$ cat src/verilog/ipm_defs.svh
`ifndef IPM_DEFS_SVH
`define IPM_DEFS_SVH
// register offsets
`define IPM_OFS_IEN_FIRST   8'ha8
`define IPM_OFS_IEN_SECOND  8'he8
`define IPM_OFS_PRIO_HI_A   8'hb7
`define IPM_OFS_PRIO_LO_A   8'hb8
`define IPM_OFS_PRIO_HI_B   8'hf7
`define IPM_OFS_PRIO_LO_B   8'hf8
`define IPM_OFS_PWR_CTRL    8'h87
`define IPM_OFS_STATUS      8'h90
// field positions
`define IPM_BIT_GLOBAL_EN   7
`define IPM_BIT_BROWNOUT_EN 3
`define IPM_BIT_BROWNOUT_PR 4
`define IPM_BIT_IDLE        0
`define IPM_BIT_PDOWN       1
// writable masks, reserved bits read as zero
`define IPM_MASK_PRIO_A     8'h7f
`define IPM_MASK_SECOND     8'h08
`define IPM_MASK_PRIO_B     8'h10
`define IPM_MASK_PWR        8'h03
// reset values
`define IPM_RST_REG         8'h00
// wake hold time in oscillator cycles
`define IPM_WAKE_HOLD_CYC   1024
`endif

$ cat src/verilog/ipm_pkg.sv
package ipm_pkg;
    // power state of the core
    typedef enum logic [1:0] {
        IPM_RUN   = 2'b00,
        IPM_IDLE  = 2'b01,
        IPM_PDOWN = 2'b10,
        IPM_WAKE  = 2'b11
    } ipm_mode_t;

    // register bus request
    typedef struct packed {
        logic [7:0] addr;
        logic [7:0] wdata;
        logic       wr;
        logic       rd;
    } ipm_bus_t;

    // complete block state
    typedef struct packed {
        logic [7:0]  ien_first;
        logic [7:0]  ien_second;
        logic [7:0]  prio_lo_a;
        logic [7:0]  prio_hi_a;
        logic [7:0]  prio_lo_b;
        logic [7:0]  prio_hi_b;
        logic [7:0]  rdata;
        ipm_mode_t   mode;
        logic [10:0] hold_cnt;
        logic [1:0]  ext0_sync;
        logic [1:0]  ext1_sync;
        logic        req_valid;
        logic [2:0]  req_src;
        logic [1:0]  req_level;
        logic        pc_stop;
        logic        clk_stop;
        logic        addr_latch;
        logic        fetch_strobe;
    } ipm_state_t;
endpackage : ipm_pkg

$ cat src/verilog/ipm_ctrl.sv
`timescale 1ns/1ns
`default_nettype none
`include "ipm_defs.svh"

module ipm_ctrl
    import ipm_pkg::*;
#(
    parameter int WAKE_HOLD = `IPM_WAKE_HOLD_CYC  // minimum low time of wake input
) (
    // clock and reset
    input  wire logic       clk_sys_in,
    input  wire logic       rst_in,
    // register port
    input  wire logic [7:0] addr_in,
    input  wire logic [7:0] wdata_in,
    input  wire logic       wr_in,
    input  wire logic       rd_in,
    output var  logic [7:0] rdata_out,
    // interrupt sources, one bit per source in polling order
    input  wire logic [7:0] irq_req_in,
    // external pins, active low, level sensitive
    input  wire logic       ext0_n_in,
    input  wire logic       ext1_n_in,
    // current service level from the core, 3'h4 means none active
    input  wire logic [2:0] active_level_in,
    // interrupt acknowledge from the core when service starts
    input  wire logic       irq_ack_in,
    // towards the core
    output var  logic       req_valid_out,
    output var  logic [2:0] req_src_out,
    output var  logic [1:0] req_level_out,
    output var  logic       pc_stop_out,
    output var  logic       clk_stop_out,
    output var  logic       addr_latch_out,
    output var  logic       fetch_strobe_out
);

    // all state lives in one packed struct: one always_comb builds the copy
    // and one always_ff registers it, so every output leaves a flip-flop
    ipm_state_t st;       // registered state
    ipm_state_t next_st;  // next state

    // decoded views of the registers and input pins, rebuilt every cycle
    ipm_bus_t   bus;      // gathered bus request
    logic [7:0] enables;  // per source enable in polling order
    logic [7:0] prio_lo;  // per source low priority bit in polling order
    logic [7:0] prio_hi;  // per source high priority bit in polling order
    logic [1:0] level [8];  // per source two-bit level, high bit over low bit
    logic [7:0] pending;  // enabled and requesting
    logic [7:0] pwr_rd;   // power control read value

    // gather the loose bus pins into one carrier so the decode reads one name
    assign bus = '{addr: addr_in, wdata: wdata_in, wr: wr_in, rd: rd_in};

    // map register bits to polling order: ext0 brownout t0 ext1 t1 pca serial t2
    // the enable and priority registers keep their own bit layout, which is not
    // the polling order; reordering once here lets the arbiter index by position
    // and keeps every later loop free of per-source special cases
    always_comb begin
        enables = {st.ien_first[5], st.ien_first[4], st.ien_first[6], st.ien_first[3],
                   st.ien_first[2], st.ien_first[1], st.ien_second[`IPM_BIT_BROWNOUT_EN],
                   st.ien_first[0]};
        prio_lo = {st.prio_lo_a[5], st.prio_lo_a[4], st.prio_lo_a[6], st.prio_lo_a[3],
                   st.prio_lo_a[2], st.prio_lo_a[1], st.prio_lo_b[`IPM_BIT_BROWNOUT_PR],
                   st.prio_lo_a[0]};
        prio_hi = {st.prio_hi_a[5], st.prio_hi_a[4], st.prio_hi_a[6], st.prio_hi_a[3],
                   st.prio_hi_a[2], st.prio_hi_a[1], st.prio_hi_b[`IPM_BIT_BROWNOUT_PR],
                   st.prio_hi_a[0]};
    end

    // per source level and pending flag
    // a source competes only when its own enable and the global enable are set;
    // the request inputs come from logic on this clock, so they are not synchronised
    // and a request seen here is offered on the very next edge
    genvar g;
    generate
        for (g = 0; g < 8; g++) begin : g_src
            assign level[g]   = {prio_hi[g], prio_lo[g]};
            assign pending[g] = irq_req_in[g] & enables[g]
                                & st.ien_first[`IPM_BIT_GLOBAL_EN];
        end
    endgenerate

    // power control reads back the request bits from the current mode;
    // in the wake state neither bit reads set, the core is stopped then anyway
    assign pwr_rd = {6'h00, st.mode == IPM_PDOWN, st.mode == IPM_IDLE};

    // next state: bus writes, arbitration and power sequencing
    // every field starts from its registered value, so a branch that leaves a
    // field alone holds it; only rdata and req_valid are cleared on each pass
    always_comb begin
        logic       found;
        logic [1:0] best_lvl;
        logic [2:0] best_src;
        logic       ext0_low;
        logic       ext1_low;
        logic       wake_ok;
        found    = 1'b0;
        best_lvl = 2'h0;
        best_src = 3'h0;
        // start from the held state; every branch below only overrides fields
        next_st  = st;
        // second flop is the only reader of the first
        // the pins come from outside this clock, so only the second stage is
        // trusted; the first may still be settling when it is captured
        next_st.ext0_sync = {st.ext0_sync[0], ext0_n_in};
        next_st.ext1_sync = {st.ext1_sync[0], ext1_n_in};
        ext0_low = ~st.ext0_sync[1];
        ext1_low = ~st.ext1_sync[1];
        // highest level wins, earlier polling position breaks ties
        // the strict greater-than keeps the first source found at a level, which
        // is the lower index and therefore the earlier one in the polling order
        for (int i = 0; i < 8; i++) begin
            if (pending[i] && (!found || level[i] > best_lvl)) begin
                found    = 1'b1;
                best_lvl = level[i];
                best_src = 3'(i);
            end
        end
        // only a strictly higher level than the one in service may preempt
        // an equal level waits for the running routine to finish, so a source can
        // never interrupt its own service routine
        if (found && {1'b0, best_lvl} <= active_level_in && active_level_in != 3'h4) begin
            found = 1'b0;
        end
        // register writes, reserved bits stay zero
        // masking here instead of trusting software keeps readback clean even when
        // a program ignores the reserved bits; the power control port is handled below
        if (bus.wr) begin
            case (bus.addr)
                `IPM_OFS_IEN_FIRST:  next_st.ien_first  = bus.wdata;
                `IPM_OFS_IEN_SECOND: next_st.ien_second = bus.wdata & `IPM_MASK_SECOND;
                `IPM_OFS_PRIO_LO_A:  next_st.prio_lo_a  = bus.wdata & `IPM_MASK_PRIO_A;
                `IPM_OFS_PRIO_HI_A:  next_st.prio_hi_a  = bus.wdata & `IPM_MASK_PRIO_A;
                `IPM_OFS_PRIO_LO_B:  next_st.prio_lo_b  = bus.wdata & `IPM_MASK_PRIO_B;
                `IPM_OFS_PRIO_HI_B:  next_st.prio_hi_b  = bus.wdata & `IPM_MASK_PRIO_B;
                default: ;
            endcase
        end
        // read data, one cycle later; unmapped reads give zero
        // rdata falls back to zero every cycle, so a value stands for exactly the
        // cycle after the read strobe and the port can be or-ed with other readers
        next_st.rdata = 8'h00;
        if (bus.rd) begin
            case (bus.addr)
                `IPM_OFS_IEN_FIRST:  next_st.rdata = st.ien_first;
                `IPM_OFS_IEN_SECOND: next_st.rdata = st.ien_second;
                `IPM_OFS_PRIO_LO_A:  next_st.rdata = st.prio_lo_a;
                `IPM_OFS_PRIO_HI_A:  next_st.rdata = st.prio_hi_a;
                `IPM_OFS_PRIO_LO_B:  next_st.rdata = st.prio_lo_b;
                `IPM_OFS_PRIO_HI_B:  next_st.rdata = st.prio_hi_b;
                `IPM_OFS_PWR_CTRL:   next_st.rdata = pwr_rd;
                `IPM_OFS_STATUS:     next_st.rdata = {3'h0, st.req_valid, 1'b0, st.req_src};
                default:             next_st.rdata = 8'h00;
            endcase
        end
        // wake allowed only from enabled, low external pins
        // only the synchronised level is used: edge mode is not modelled, so a
        // short glitch on a pin can start a wake that later falls back to power-down
        wake_ok = st.ien_first[`IPM_BIT_GLOBAL_EN]
                  & ((ext0_low & enables[0]) | (ext1_low & enables[3]));
        // requests are offered in run and idle and on the exit from wake; power-down leaves this low
        next_st.req_valid = 1'b0;
        case (st.mode)
            IPM_RUN: begin
                // the winner is offered each cycle and dropped as soon as it is gone;
                // the core takes it with irq_ack_in while it stands
                next_st.req_valid = found;
                next_st.req_src   = best_src;
                next_st.req_level = best_lvl;
                // power-down takes precedence if both bits are written
                // writes to the power control port outside run are dropped: the core
                // is stopped then, and a second request could skip the wake sequence
                if (bus.wr && bus.addr == `IPM_OFS_PWR_CTRL) begin
                    if (bus.wdata[`IPM_BIT_PDOWN]) begin
                        next_st.mode = IPM_PDOWN;
                    end else if (bus.wdata[`IPM_BIT_IDLE]) begin
                        next_st.mode = IPM_IDLE;
                    end
                end
            end
            IPM_IDLE: begin
                // sources keep running, any enabled request is offered
                // the clock still runs in idle, so the arbiter works exactly as in run
                next_st.req_valid = found;
                next_st.req_src   = best_src;
                next_st.req_level = best_lvl;
                // the start of service clears the idle request; the core resumes
                // at the instruction after the one that entered idle
                if (irq_ack_in && st.req_valid) begin
                    next_st.mode = IPM_RUN;
                end
            end
            IPM_PDOWN: begin
                // nothing but the wake pins is looked at
                // the request inputs are ignored here, whatever their enables
                next_st.hold_cnt = 11'h000;
                if (wake_ok) begin
                    next_st.mode = IPM_WAKE;
                    // req_valid stays low here, so req_src is free to remember the
                    // pin that started the wake; ext0 wins when both pins are low
                    next_st.req_src = (ext0_low & enables[0]) ? 3'h0 : 3'h3;
                end
            end
            IPM_WAKE: begin
                // the oscillator is restarting, count the low time
                // the counter saturates at the hold time, so a pin held low far longer
                // than needed cannot wrap and make the exit look early
                if (!wake_ok) begin
                    if (st.hold_cnt >= 11'(WAKE_HOLD)) begin
                        // pin back high after full hold: start the service
                        next_st.mode      = IPM_RUN;
                        // the offer stands one cycle; run recomputes it on the next edge
                        next_st.req_valid = 1'b1;
                        // serve the pin that started the wake, not merely the first
                        // enabled one; by now the enabled pins are back high
                        next_st.req_src   = st.req_src;
                        next_st.req_level = level[st.req_src];
                    end else begin
                        // released too early: the oscillator may not be stable, so
                        // the exit is abandoned and power-down is entered again
                        next_st.mode = IPM_PDOWN;
                    end
                end else if (st.hold_cnt < 11'(WAKE_HOLD)) begin
                    // still low: count one more cycle of the hold
                    next_st.hold_cnt = st.hold_cnt + 11'h001;
                end
            end
            default: next_st.mode = IPM_RUN; // an unused code falls back to run
        endcase
        // an offer made on the edge that enters power-down would stand beside a
        // stopped clock with nobody to take it, so it is withdrawn at once
        if (next_st.mode == IPM_PDOWN) begin
            next_st.req_valid = 1'b0;
        end
        // outputs follow the next mode so they stay in step with it
        // computing them from the next mode costs a little logic but saves a cycle
        // of strobes that would otherwise disagree with the mode they describe
        next_st.pc_stop      = next_st.mode != IPM_RUN;
        next_st.clk_stop     = next_st.mode == IPM_PDOWN;
        next_st.addr_latch   = next_st.mode != IPM_PDOWN && next_st.mode != IPM_WAKE;
        next_st.fetch_strobe = next_st.addr_latch;
    end

    // state register; reset puts every field to its power-on value
    // reset is synchronous and wins in every mode, so a reset in idle or power-down
    // returns the block to run exactly as at power-on; the synchronisers reset high
    // to match the idle level of the pins and avoid a false wake after reset
    always_ff @(posedge clk_sys_in) begin
        if (rst_in) begin
            st              <= '0;
            st.mode         <= IPM_RUN;
            st.ext0_sync    <= 2'h3;
            st.ext1_sync    <= 2'h3;
            // both strobes idle high, as in run
            st.addr_latch   <= 1'b1;
            st.fetch_strobe <= 1'b1;
        end else begin
            st <= next_st;
        end
    end

    // outputs straight from the state register
    // no logic sits between the flip-flops and the pins, so output timing is fixed
    assign rdata_out        = st.rdata;
    assign req_valid_out    = st.req_valid;
    assign req_src_out      = st.req_src;
    assign req_level_out    = st.req_level;
    assign pc_stop_out      = st.pc_stop;
    assign clk_stop_out     = st.clk_stop;
    assign addr_latch_out   = st.addr_latch;
    assign fetch_strobe_out = st.fetch_strobe;

endmodule : ipm_ctrl
`default_nettype wire

$ cat config.mk
export PLATFORM = sky130hd
export DESIGN_NAME = ipm_ctrl
export DESIGN_NICKNAME = d
export VERILOG_FILES = /design/src/verilog/ipm_pkg.sv /design/src/verilog/ipm_ctrl.sv
export VERILOG_INCLUDE_DIRS = /design/src /design/src/verilog
export SDC_FILE = /design/constraint.sdc
export NUM_CORES = 1
export LEC_CHECK = 0
export BUFFER_PORTS_ARGS = -buffer_cell sky130_fd_sc_hd__buf_2
export CAP_MARGIN = 20
export CORE_ASPECT_RATIO = 1.2
export CORE_MARGIN = 5
export CORE_UTILIZATION = 40
export CTS_CLUSTER_SIZE = 16
export DETAILED_ROUTE_END_ITERATION = 6
export PLACE_DENSITY = 0.61
export SLEW_MARGIN = 20
export SYNTH_ARGS = -nofsm -noshare
export SYNTH_HDL_FRONTEND = slang
export SYNTH_SLANG_ARGS = --single-unit
$ cat constraint.sdc
create_clock -name clk_sys_in -period 10.9 [get_ports clk_sys_in]
set_input_delay 1.09 -clock clk_sys_in [delete_from_list [all_inputs] [get_ports clk_sys_in]]
set_output_delay 1.09 -clock clk_sys_in [all_outputs]
set_load 0.1 [all_outputs]
* Word-level counts from Yosys, hierarchy flattened *
Cells that the tools add are included.

storage, ports and cells
  register bits after elaboration = 59
  input port bits = 34
  word-level logic and storage cells = 162

cells by class
  add/subtract/negate cells = 1
  order comparisons = 11
  equality and inequality tests = 20
  mux-type cells = 46
  bitwise gates (word level) = 25
  reductions and logical operators = 42

operators with widths
  operator                                       number
  == test 8 bit, second input constant           8
  one-hot mux 8 bit (8 select lines)             1
  two-way mux 2 bit                              19
  two-way mux 11 bit                             2
  one-hot mux 11 bit (2 select lines)            1
  bitwise AND 1 bit                              19
  two-way mux 3 bit                              6
  greater-than comparator 2 bit                  7
  AND reduction 2 bit                            7
  logical AND 1 bit                              12
  two-way mux 6 bit                              2
  inequality test 2 bit, second input constant   6
  adder 11 x 1 -> 11 bit, second input constant  1
  >= comparator 11 bit, second input constant    1
  < comparator 11 bit, second input constant     1
  two-way mux 1 bit                              10
  one-hot mux 3 bit (3 select lines)             1
  one-hot mux 2 bit (4 select lines)             1
  zero test 1 bit                                7
  logical OR 1 bit                               7
  binary-select mux 2 bit (select 3 bit)         1
  == test 2 bit, second input constant           3
  AND reduction 3 bit                            2
  nonzero test 2 bit                             3
  12 further kinds                               17

* Longest topological paths before layout *
Gate-level depths: netlist of the first run.

  word-level depth = 36
  gate-level depth with buffers = 55
  depth with buffers taken out = 54

* Worst setup path after synthesis of the first run *
OpenSTA, ideal clock, no wires.

  path kind = input-to-reg
  start = in irq_req_in[0]
  end = reg st (netlist bit req_valid_out)
  arrival time = 10807 ps
  data required time = 10786 ps
  path slack = -21 ps
  cell stages on the path = 51
  path buffers = 0
  path through = and4_2 -> inv_1 -> ha_1 -> nor2b_1 -> o311ai_2 -> mux2_2 -> inv_1 -> ha_1 -> nor2b_1 -> a2bb2oi_1 -> o211ai_1 -> o21a_1 -> inv_1 -> ha_1 -> and2b_2 -> a2bb2oi_1 -> o2111ai_1 -> o211ai_1 -> [15 not listed] -> a21bo_2 -> a2111oi_1 -> o41ai_4 -> nand2_1 -> mux2_2 -> ha_1 -> nand2_1 -> o21ai_0 -> a21oi_4 -> inv_2 -> o2111a_1 -> nor3_1 -> ha_1 -> a211oi_1 -> a21oi_1 -> nor2_1 -> nor2_1 -> a2111oi_0

between the ends
  longest elaborated chain between the ends = 36

ends and longest elaborated chain
  item                                                                     line             text
  start, declared                                                          ipm_ctrl.sv:20   input wire logic [7:0] irq_req_in,
  bitwise AND 1 bit (*) (2 in a row)                                       ipm_ctrl.sv:79   assign pending[g] = irq_req_in[g] & enables[g]
  two-way mux 2 bit / two-way mux 1 bit (equally long branches)            ipm_ctrl.sv:114  if (pending[i] && (!found || level[i] > best_lvl)) begin
  greater-than comparator 2 bit / zero test 1 bit (equally long branches)  ipm_ctrl.sv:114
  logical OR 1 bit                                                         ipm_ctrl.sv:114
  logical AND 1 bit                                                        ipm_ctrl.sv:114
  two-way mux 2 bit / two-way mux 1 bit (equally long branches)            ipm_ctrl.sv:114
  greater-than comparator 2 bit / zero test 1 bit (equally long branches)  ipm_ctrl.sv:114
  logical OR 1 bit                                                         ipm_ctrl.sv:114
  [18 not listed]                                                          n/a
  greater-than comparator 2 bit / zero test 1 bit (equally long branches)  ipm_ctrl.sv:114
  logical OR 1 bit                                                         ipm_ctrl.sv:114
  logical AND 1 bit                                                        ipm_ctrl.sv:114
  two-way mux 2 bit                                                        ipm_ctrl.sv:114
  <= comparator 2 x 3 -> 1 bit                                             ipm_ctrl.sv:123  if (found && {1'b0, best_lvl} <= active_level_in && active_level_in != 3'h4) begin
  logical AND 1 bit (2 in a row)                                           ipm_ctrl.sv:123
  two-way mux 1 bit (*)                                                    ipm_ctrl.sv:123
  one-hot mux 1 bit (2 select lines) (*)                                   ipm_ctrl.sv:164  case (st.mode)
  end signal, assigned                                                     ipm_ctrl.sv:259  st <= next_st;
  end, declared                                                            ipm_ctrl.sv:40   ipm_state_t st;

Every way passes the cells marked *; elsewhere a longest branch is shown, timed or not.
A chain may end at the register's enable or synchronous reset.

* Final worst setup path of the first run *
Same ends and word-level chain as after synthesis.

==> flow_summary.json, run 1 <==
{
  "status": "completed",
  "critPathCaptureType": "flop",
  "syn_inst": 459,
  "yosysSeqAreaShare": 0.3181,
  "grt_pass1_wl_um": 16770,
  "dr_wl_met3_um": 556,
  "grt_use_total": 0.1829,
  "finClkSkew_ns": 0.005875,
  "p_leak_nw": 1.576,
  "antenna_left": 0,
  "vias": 3553,
  "slowest_stage": "mux2_2",
  "areaGrowthSynthToFinish_pct": 15.43,
  "postSynthNetCount": 510,
  "start_kind": "input port",
  "top_layer": "met4",
  "powerDensity_nw_per_um2": 110.2,
  "syn-cell-area_um2": 3714,
  "drc": 0,
  "ys_types": 69,
  "layout-drive-gt1-share": 0.2534,
  "die_y_um": 115.6,
  "clock.fmax_mhz": 96.97,
  "cts_made_buffers": 9,
  "io_buffers": 51,
  "clock_path_buffers": 2,
  "drt_iter0_markers": 308,
  "cts_tree": "built",
  "yosys.area.top_type_share": 0.3181,
  "antennaDiodeCount": 0,
  "clk_latency_ns": 0.33,
  "gp_congestion": 0.8532,
  "cp_data_arrival_time_ns": 10.54,
  "hp-class": "flop to flop",
  "synth_top_family_by_area": "compound AO/OA/AOI/OAI gates",
  "period_minus_slack_ns": 10.31,
  "final_hold_viol_count": 0,
  "wl_um": 10300,
  "core_um2": 9081,
  "grt_start_max_net_pins": 44,
  "finalPower_w": 0.0004726,
  "hpwl_um": 7790,
  "dieArea_um2": 11320,
  "drv_slew": 0,
  "finalCritPeriodShare": 0.9461,
  "maxCapViolations": 0,
  "crit_path_max_incr_delay_ns": 0.39,
  "grt_antenna_before_repair": 0,
  "post_drt_wl_per_cell_um": 16.37,
  "via_per_inst": 5.649,
  "start_util": 0.4089,
  "fill_cells": 906,
  "slew_headroom": 0.3396,
  "required_ns": 11.13,
  "cts_hold_buf": 0,
  "dr_wl_met2_um": 5249,
  "rows": 38,
  "critPathKind": "input port to flop",
  "drt-met1-wl_um": 4334,
  "fin_cells": 629,
  "nNetsFinal": 556,
  "synth-main-ff-cell": "dfxtp_1",
  "tightest_slew_ns": 0.9869,
  "cp_common_cell": "ha_1",
  "synth.avg_cell_area_um2": 8.091,
  "dpl.cell_count": 610,
  "clkTransAtPathRegs_ns": 0.06,
  "ir_drop_v": 0.00009087,
  "grt_overflow": 0,
  "synth_top_area_cell": "dfxtp_1",
  "async_flop_share": 0,
  "fp.dieW_um": 97.96,
  "synth_edf_count": 0,
  "synth_compound_area_frac": 0.2419,
  "drtPass1Iterations": 5,
  "io_pins": 52,
  "grt_pass1_vias": 3358,
  "crit_fanout": 4,
  "ys_seq_elements": 59,
  "synth_adder_area_share": 0.05728,
  "synth-warning-count": 0,
  "cts_sinks": 59,
  "synthSimpleGateAreaFrac": 0.2379,
  "clock-root-buffer": "clkbuf_8",
  "htreeDepth": 3,
  "synth_area_leaders": "dfxtp_1, a21oi_1, ha_1",
  "synthMuxAreaShare": 0.04818,
  "synth_xor_area_frac": 0.009434,
  "setup_viol": 0
}
==> Yosys cell counts (all sizes together) (6+ instances only) <==
library cell	number
clkbuf	16
nor2b	12
and3	6
nor2	42
o211ai	7
buf	18
a21oi	51
or2	7
nand2	53
a222oi	6
inv	26
dfxtp	59
o21ai	18
nand3	32
ha	17
==> state kept, by name, summed over array words and instances (netlist names) <==
name and count:
level 16, st 16, enables 8, rdata_out 8
req_src_out 3, next_st 2, req_level_out 2, clk_stop_out 1
fetch_strobe_out 1, pc_stop_out 1, req_valid_out 1
==> routing by layer <==
metal  vias to the layer above  track usage
met4                         0      0.04801
met2                       120       0.3270
li1                       1734            -
met3                        12      0.03612
met1                      1687       0.2258
met5                         -            0
==> final cells by class <==
class,instances,area [µm²],share of cell area
Multi-Input combinational cell,340,2273,0.5304
Sequential cell,59,1181,0.2755
Timing Repair Buffer,69,390.4,0.09107
Clock buffer,13,158.9,0.03707
Tap cell,120,150.1,0.03503
Inverter,26,97.59,0.02277
Clock inverter,2,35.03,0.008173
==> worst max-delay path: cells and delay by family <==
| family | cells | cell delay (ns) |
|---|---|---|
| AND/OR/NAND/NOR | 16 | 2.30 |
| adder cells (fa/ha/maj) | 8 | 2.20 |
| AO/OA/AOI/OAI | 21 | 3.86 |
| buffers and inverters | 5 | 0.37 |
| multiplexers | 2 | 0.73 |
==> timing repair <==
action,CTS,global route
resized for setup,1,17
setup endpoints to repair,1,1
pin swaps,0,6
buffers inserted,0,4
==> kinds of logic after synthesis <==
kind of cell             after synthesis
AND/OR/NAND/NOR                      181
AO/OA/AOI/OAI                        126
buffers and inverters                 60
flip-flops                            59
adder cells (fa/ha/maj)               17
multiplexers                          12
XOR/XNOR                               4
==> power by group <==
part | switching, W | leakage [nW] | internal [W]
registers | 0.00000573 | 0.477 | 0.000220
clock network | 0.0000788 | 0.0995 | 0.000117
logic | 0.0000384 | 1.00 | 0.0000135
total | 0.000123 | 1.58 | 0.000350
==> final timing paths <==
kind | start | to | slack, ns | cells after the start
setup / recovery | irq_req_in[0] | req_valid_out$_SDFF_PP0_ | 0.59 | 52
hold / removal | next_st[13]$_SDFF_PP1_ | st[13]$_SDFF_PP1_ | 0.42 | 1
setup reg to reg | enables[0]$_SDFFE_PP0P_ | req_valid_out$_SDFF_PP0_ | 0.81 | 51
hold reg to reg | next_st[13]$_SDFF_PP1_ | st[13]$_SDFF_PP1_ | 0.42 | 1
==> cell usage in the layout (no fill, tap or decap), types with 4 or more instances in the layout <==
cell	synthesis	routed
a222oi_1	6	6
or2_2	7	7
clkbuf_8	3	11
inv_1	25	25
nor2b_1	12	10
nand3_1	31	31
mux2i_1	4	4
dfxtp_1	59	59
buf_2	1	51
o21ai_0	18	13
nand4_1	5	5
nand2_1	53	52
and2_1	4	4
mux4_2	4	4
o211ai_1	7	7
ha_1	17	17
o21a_1	4	4
nor2_1	42	41
or3_1	5	5
buf_4	14	18
a21oi_1	48	48
==> per-stage QoR <==
stage	setup TNS [ns]	setup slack (ns)	cell area (µm²)	util	hold WS [ns]
2_1_floorplan	0	0.1211	3719	-	0.3895
3_3_place_gp	0	0.07983	4003	0.4408	0.3966
3_5_place_dp	-0.3051	-0.3051	4003	0.4408	0.3980
4_1_cts	0	0.05451	4197	0.4621	0.4136
5_1_grt	-0.01934	-0.01934	4287	0.4720	0.4332
6_report	0	0.5879	4287	0.4720	0.4181
(Power assumes the default switching activity.)
==> run 2, diff against run 1 <==
- PLACE_DENSITY: 0.61 -> 0.6
==> run 2 against run 1 <==
  * Maximum frequency rose by 1.0%
  * Global-route usage barely moved
  * Sequential share of layout area fell by 0.25 points
  * Final cell count rose by 0.32%
  * Largest cell class unchanged
  * Largest power group unchanged
  * Highest routed layer unchanged
==> flow_summary.json, run 2 (synthesis results as in run 1) <==
{
  "ir_drop_v": 0.0001037,
  "clk_latency_ns": 0.34,
  "cp-startpoint": "irq_req_in[0]",
  "switching_power_w": 0.0001271,
  "grt_setup_unrepaired": "false",
  "crit_buf_inv": 5,
  "rows": 38,
  "final_hold_viol_count": 0,
  "pwr-share-clk": 0.425,
  "comb_power_share": 0.107,
  "drc": 0,
  "slowest_stage": "a2111oi_4",
  "r2r_slack_ns": 1.11,
  "critical_path.top_delay_family": "compound AO/OA/AOI/OAI gates",
  "cp_common_cell": "ha_1",
  "hpwl_um": 7690,
  "wl_um": 10250,
  "drt_iter0_markers": 270,
  "status": "completed",
  "via_per_inst": 5.583,
  "dr_wl_met3_um": 560,
  "hold_ws_ns": 0.4126,
  "drtPass1Iterations": 5,
  "grt_overflow": 0,
  "die_y_um": 115.6,
  "fp.dieW_um": 97.96,
  "dr_wl_met2_um": 5168,
  "cts_made_buffers": 9,
  "finalWorstSetupSlack_ns": 0.6931,
  "p_leak_nw": 1.598,
  "cts_hold_buf": 0,
  "period_minus_slack_ns": 10.21,
  "power.internal_w": 0.0003543,
  "drv_slew": 0,
  "hp-class": "flop to flop",
  "grt_pass1_wl_um": 16680,
  "r2r_start": "level[15]$_SDFFE_PP0P_",
  "setup_viol": 0,
  "mostFrequentLayoutCell": "dfxtp_1",
  "top_layer": "met4",
  "p_sw_frac": 0.2640,
  "post_drt_wl_per_cell_um": 16.25,
  "crit_fanout": 6,
  "ff2ff_path_depth": 51,
  "worst_r2r_endpoint": "req_valid_out$_SDFF_PP0_",
  "multiInputGateArea_um2": 2283,
  "crit_path_max_incr_delay_ns": 0.39,
  "gp_congestion": 0.8501,
  "worstHoldPathCells": 1,
  "io_buffers": 51,
  "place_ws_ns": -0.3302,
  "final_cell_mix": "dfxtp_1, nand2_1, buf_2",
  "io_pins": 52,
  "critical_path_depth": 52,
  "antennaDiodeCount": 0,
  "drt-met1-wl_um": 4311,
  "tightest_slew_ns": 1.045,
  "critPathKind": "input port to flop",
  "seqPwrFrac": 0.468,
  "start_kind": "input port",
  "seq_area_um2": 1181,
  "slew_headroom": 0.3007,
  "start_util": 0.4089,
  "cp_data_arrival_time_ns": 10.44,
  "cts_tree": "built",
  "maxCapViolations": 0,
  "cts_sinks": 59,
  "worstSetupEndpoint": "req_valid_out$_SDFF_PP0_",
  "clock.fmax_mhz": 97.97,
  "finClkSkew_ns": 0.005060,
  "htreeDepth": 3,
  "powerDensity_nw_per_um2": 111.3,
  "clock_path_buffers": 2,
  "vias": 3523,
  "grt_antenna_before_repair": 0,
  "areaGrowthSynthToFinish_pct": 16.48,
  "antenna_left": 0,
  "dieArea_um2": 11320,
  "critPathCaptureType": "flop",
  "clkTransAtPathRegs_ns": 0.06,
  "layout-drive-gt1-share": 0.2642,
  "grt_pass1_vias": 3398,
  "finalCritPeriodShare": 0.9364,
  "grt_start_max_net_pins": 44,
  "clock-root-buffer": "clkbuf_8",
  "required_ns": 11.13,
  "grt_use_total": 0.1833,
  "fill_cells": 924,
  "nNetsFinal": 559,
  "core_um2": 9081
}
-- run 2: per-layer routing --
| metal | vias to the layer above | GRT usage |
|---|---|---|
| met2 | 96 | 0.3229 |
| li1 | 1747 | - |
| met5 | - | 0 |
| met3 | 14 | 0.03552 |
| met4 | 0 | 0.06371 |
| met1 | 1666 | 0.2242 |
-- run 2: how the worst min path moves through the flow --
stage                                       from                 to  slack, ns
after global routing      next_st[13]$_SDFF_PP1_  st[13]$_SDFF_PP1_       0.43
after floorplan           next_st[11]$_SDFF_PP1_  st[11]$_SDFF_PP1_       0.39
after CTS                 next_st[13]$_SDFF_PP1_  st[13]$_SDFF_PP1_       0.42
after global placement    next_st[11]$_SDFF_PP1_  st[11]$_SDFF_PP1_       0.39
final                     next_st[11]$_SDFF_PP1_  st[11]$_SDFF_PP1_       0.41
after detailed placement  next_st[13]$_SDFF_PP1_  st[13]$_SDFF_PP1_       0.40
-- run 2: repair_timing --
action                     in CTS  in global routing
resized for setup               1                 19
buffers inserted                0                  6
setup endpoints to repair       1                  1
cloned                          0                  0
pin swaps                       0                  9
-- run 2: final cells by class --
type	instances	area share
clock inverter	2	0.008100
timing repair buffer	72	0.09546
clock buffer	12	0.03818
inverter	26	0.02256
tap	120	0.03471
sequential	59	0.2731
multi-input combinational	340	0.5279
-- run 2: power groups by stage --
stage               Combinational (W)  Sequential, W  Clock (W)
finish                      0.0000515       0.000225   0.000205
global route                0.0000549       0.000226   0.000217
CTS                         0.0000511       0.000225   0.000209
detailed placement          0.0000509       0.000230          0
global placement            0.0000506       0.000230          0
floorplan                   0.0000304       0.000238          0
-- run 2: worst register-to-register path, delay by kind of cell, from the launching register on --
kind | cells | cell delay, ns
AO/OA/AOI/OAI | 21 | 3.78
adder cells (fa/ha/maj) | 8 | 2.19
flip-flops | 1 | 0.41
buffers and inverters | 4 | 0.21
multiplexers | 2 | 0.68
AND/OR/NAND/NOR | 16 | 2.40
-- run 2: through the flow --
step | instances | total power (W) | utilization | area (µm²) | setup TNS (ns)
5_1_grt | 631 | 0.0004980 | 0.4763 | 4325 | 0
2_1_floorplan | 459 | 0.0002680 | - | 3719 | 0
3_5_place_dp | 611 | 0.0002808 | 0.4416 | 4010 | -0.3302
4_1_cts | 625 | 0.0004854 | 0.4636 | 4210 | 0
3_3_place_gp | 611 | 0.0002804 | 0.4416 | 4010 | 0
6_report | 631 | 0.0004814 | 0.4763 | 4325 | 0
==> run 3, diff against run 2 <==
- ABC_AREA: not set -> 0
- PLACE_DENSITY: 0.6 -> 0.58
- clock period: 10.9 -> 13.2 ns (I/O delays scaled with it)
==> run 3 against run 2 <==
  * Cell area decreased by 5.3%
  * Clock power is 25% lower
  * Final cell count fell by 2.9%
==> flow_summary.json, run 3 (synthesis results as in run 1) <==
{
  "grt_use_total": 0.1816,
  "hp-start": "next_st[13]$_SDFF_PP1_",
  "grt_antenna_before_repair": 0,
  "grt_pass1_wl_um": 16570,
  "clk_latency_ns": 0.33,
  "crit_path_max_incr_delay_ns": 0.65,
  "core_um2": 9081,
  "start_kind": "input port",
  "io_pins": 52,
  "gp_congestion": 0.8662,
  "drtPass1Iterations": 5,
  "fp.dieW_um": 97.96,
  "mostFrequentLayoutCell": "dfxtp_1",
  "drv_slew": 0,
  "post_drt_wl_per_cell_um": 16.21,
  "powerDensity_nw_per_um2": 93.29,
  "hpwl_um": 7560,
  "start_util": 0.4089,
  "slowest_stage": "a2111oi_1",
  "finClkSkew_ns": 0.006882,
  "die_y_um": 115.6,
  "wl_um": 9935,
  "period_minus_slack_ns": 12.05,
  "tightest_slew_ns": 1.050,
  "setup_viol": 0,
  "hold_ws_ns": 0.4092,
  "areaGrowthSynthToFinish_pct": 10.31,
  "final_area_um2": 4096,
  "finalCritPeriodShare": 0.9127,
  "antennaDiodeCount": 0,
  "cts_hold_buf": 0,
  "finalPower_w": 0.0003821,
  "grt_pass1_vias": 3217,
  "io_buffers": 51,
  "cp-startpoint": "irq_req_in[0]",
  "r2r_start": "enables[0]$_SDFFE_PP0P_",
  "slew_headroom": 0.2971,
  "required_ns": 13.40,
  "layout-drive-gt1-share": 0.2089,
  "vias": 3418,
  "critPathKind": "input port to flop",
  "hp-class": "flop to flop",
  "cts_tree": "built",
  "clkTransAtPathRegs_ns": 0.06,
  "dieArea_um2": 11320,
  "p_leak_nw": 1.492,
  "grt_start_max_net_pins": 44,
  "nNetsFinal": 541,
  "drc": 0,
  "crit_fanout": 8,
  "placed_area_um2": 3915,
  "via_per_inst": 5.576,
  "worstSetupEndpoint": "req_valid_out$_SDFF_PP0_",
  "r2r_slack_ns": 1.69,
  "final_hold_viol_count": 0,
  "cp_data_arrival_time_ns": 12.25,
  "clock-root-buffer": "clkbuf_8",
  "cp_common_cell": "ha_1",
  "cts_sinks": 59,
  "cts_made_buffers": 9,
  "status": "completed",
  "rows": 38,
  "htreeDepth": 3,
  "critPathCaptureType": "flop",
  "ir_drop_v": 0.00009405,
  "clock.fmax_mhz": 83.00,
  "grt_setup_unrepaired": "false",
  "grt_overflow": 0,
  "fin_setup_tns_ns": 0,
  "ff2ff_path_depth": 52,
  "final_cell_mix": "dfxtp_1, nand2_1, buf_2",
  "worst_r2r_endpoint": "req_valid_out$_SDFF_PP0_",
  "dpl.cell_count": 599,
  "clock_path_buffers": 2,
  "fin_cells": 613,
  "drt_iter0_markers": 314,
  "post_cts_buffers": 0,
  "cts_resized": 0,
  "maxCapViolations": 0,
  "antenna_left": 0
}
[run 3: cell types whose count changed in the layout (fill, tap and decap cells not counted), moves of 2 or more]
| cell | delta |
|---|---|
| a2bb2oi_1 | +2 |
| a2bb2oi_2 | -2 |
| buf_4 | -18 |
| clkbuf_8 | -2 |
| nor2b_1 | +2 |
| nor2b_2 | -2 |
| o21ai_0 | +5 |
| o21ai_1 | -3 |
| o21ai_2 | -2 |
[run 3: metal layers]
| metal | vias to the layer above | GRT usage | share of wire |
|---|---|---|---|
| met5 | - | 0 | 0 |
| met4 | 0 | 0.03324 | 0.010 |
| met3 | 10 | 0.03913 | 0.053 |
| met2 | 119 | 0.3179 | 0.51 |
| met1 | 1592 | 0.2335 | 0.43 |
| li1 | 1697 | - | - |
[run 3: power breakdown]
part | switching, W | total, W | internal [W] | leakage (nW)
Combinational | 0.0000311 | 0.0000419 | 0.0000108 | 0.920
Clock | 0.0000647 | 0.000154 | 0.0000896 | 0.0950
Sequential | 0.00000464 | 0.000186 | 0.000181 | 0.477
Total | 0.000100 | 0.000382 | 0.000282 | 1.49
[run 3: cell type report]
type	count	area, µm²
tap	120	150.1
clock buffer	11	141.4
clock inverter	3	40.04
fill	903	4985
inverter	26	97.59
sequential	59	1181
multi-input combinational	340	2208
timing repair buffer	54	277.8
[run 3: worst min-delay path by stage]
stage | endpoint | cells past startpoint
after detailed placement | st[13]$_SDFF_PP1_ | 1
after global placement | st[11]$_SDFF_PP1_ | 1
after floorplan | st[11]$_SDFF_PP1_ | 1
after CTS | st[13]$_SDFF_PP1_ | 1
final | st[13]$_SDFF_PP1_ | 1
after global routing | st[13]$_SDFF_PP1_ | 1
[run 3: stage by stage]
stage,utilization,setup slack (ns)
6_report,0.4511,1.152
5_1_grt,0.4511,0.09980
4_1_cts,0.4511,1.152
3_5_place_dp,0.4311,0.8348
3_3_place_gp,0.4311,1.199
2_1_floorplan,-,2.049
[run 3: worst max-delay path, delay by kind of cell]
family,cells,cell delay (ns)
compound gates,22,5.03
fa+ha+maj,8,2.09
buf+inv,5,0.34
mux,2,0.77
simple gates,16,2.69
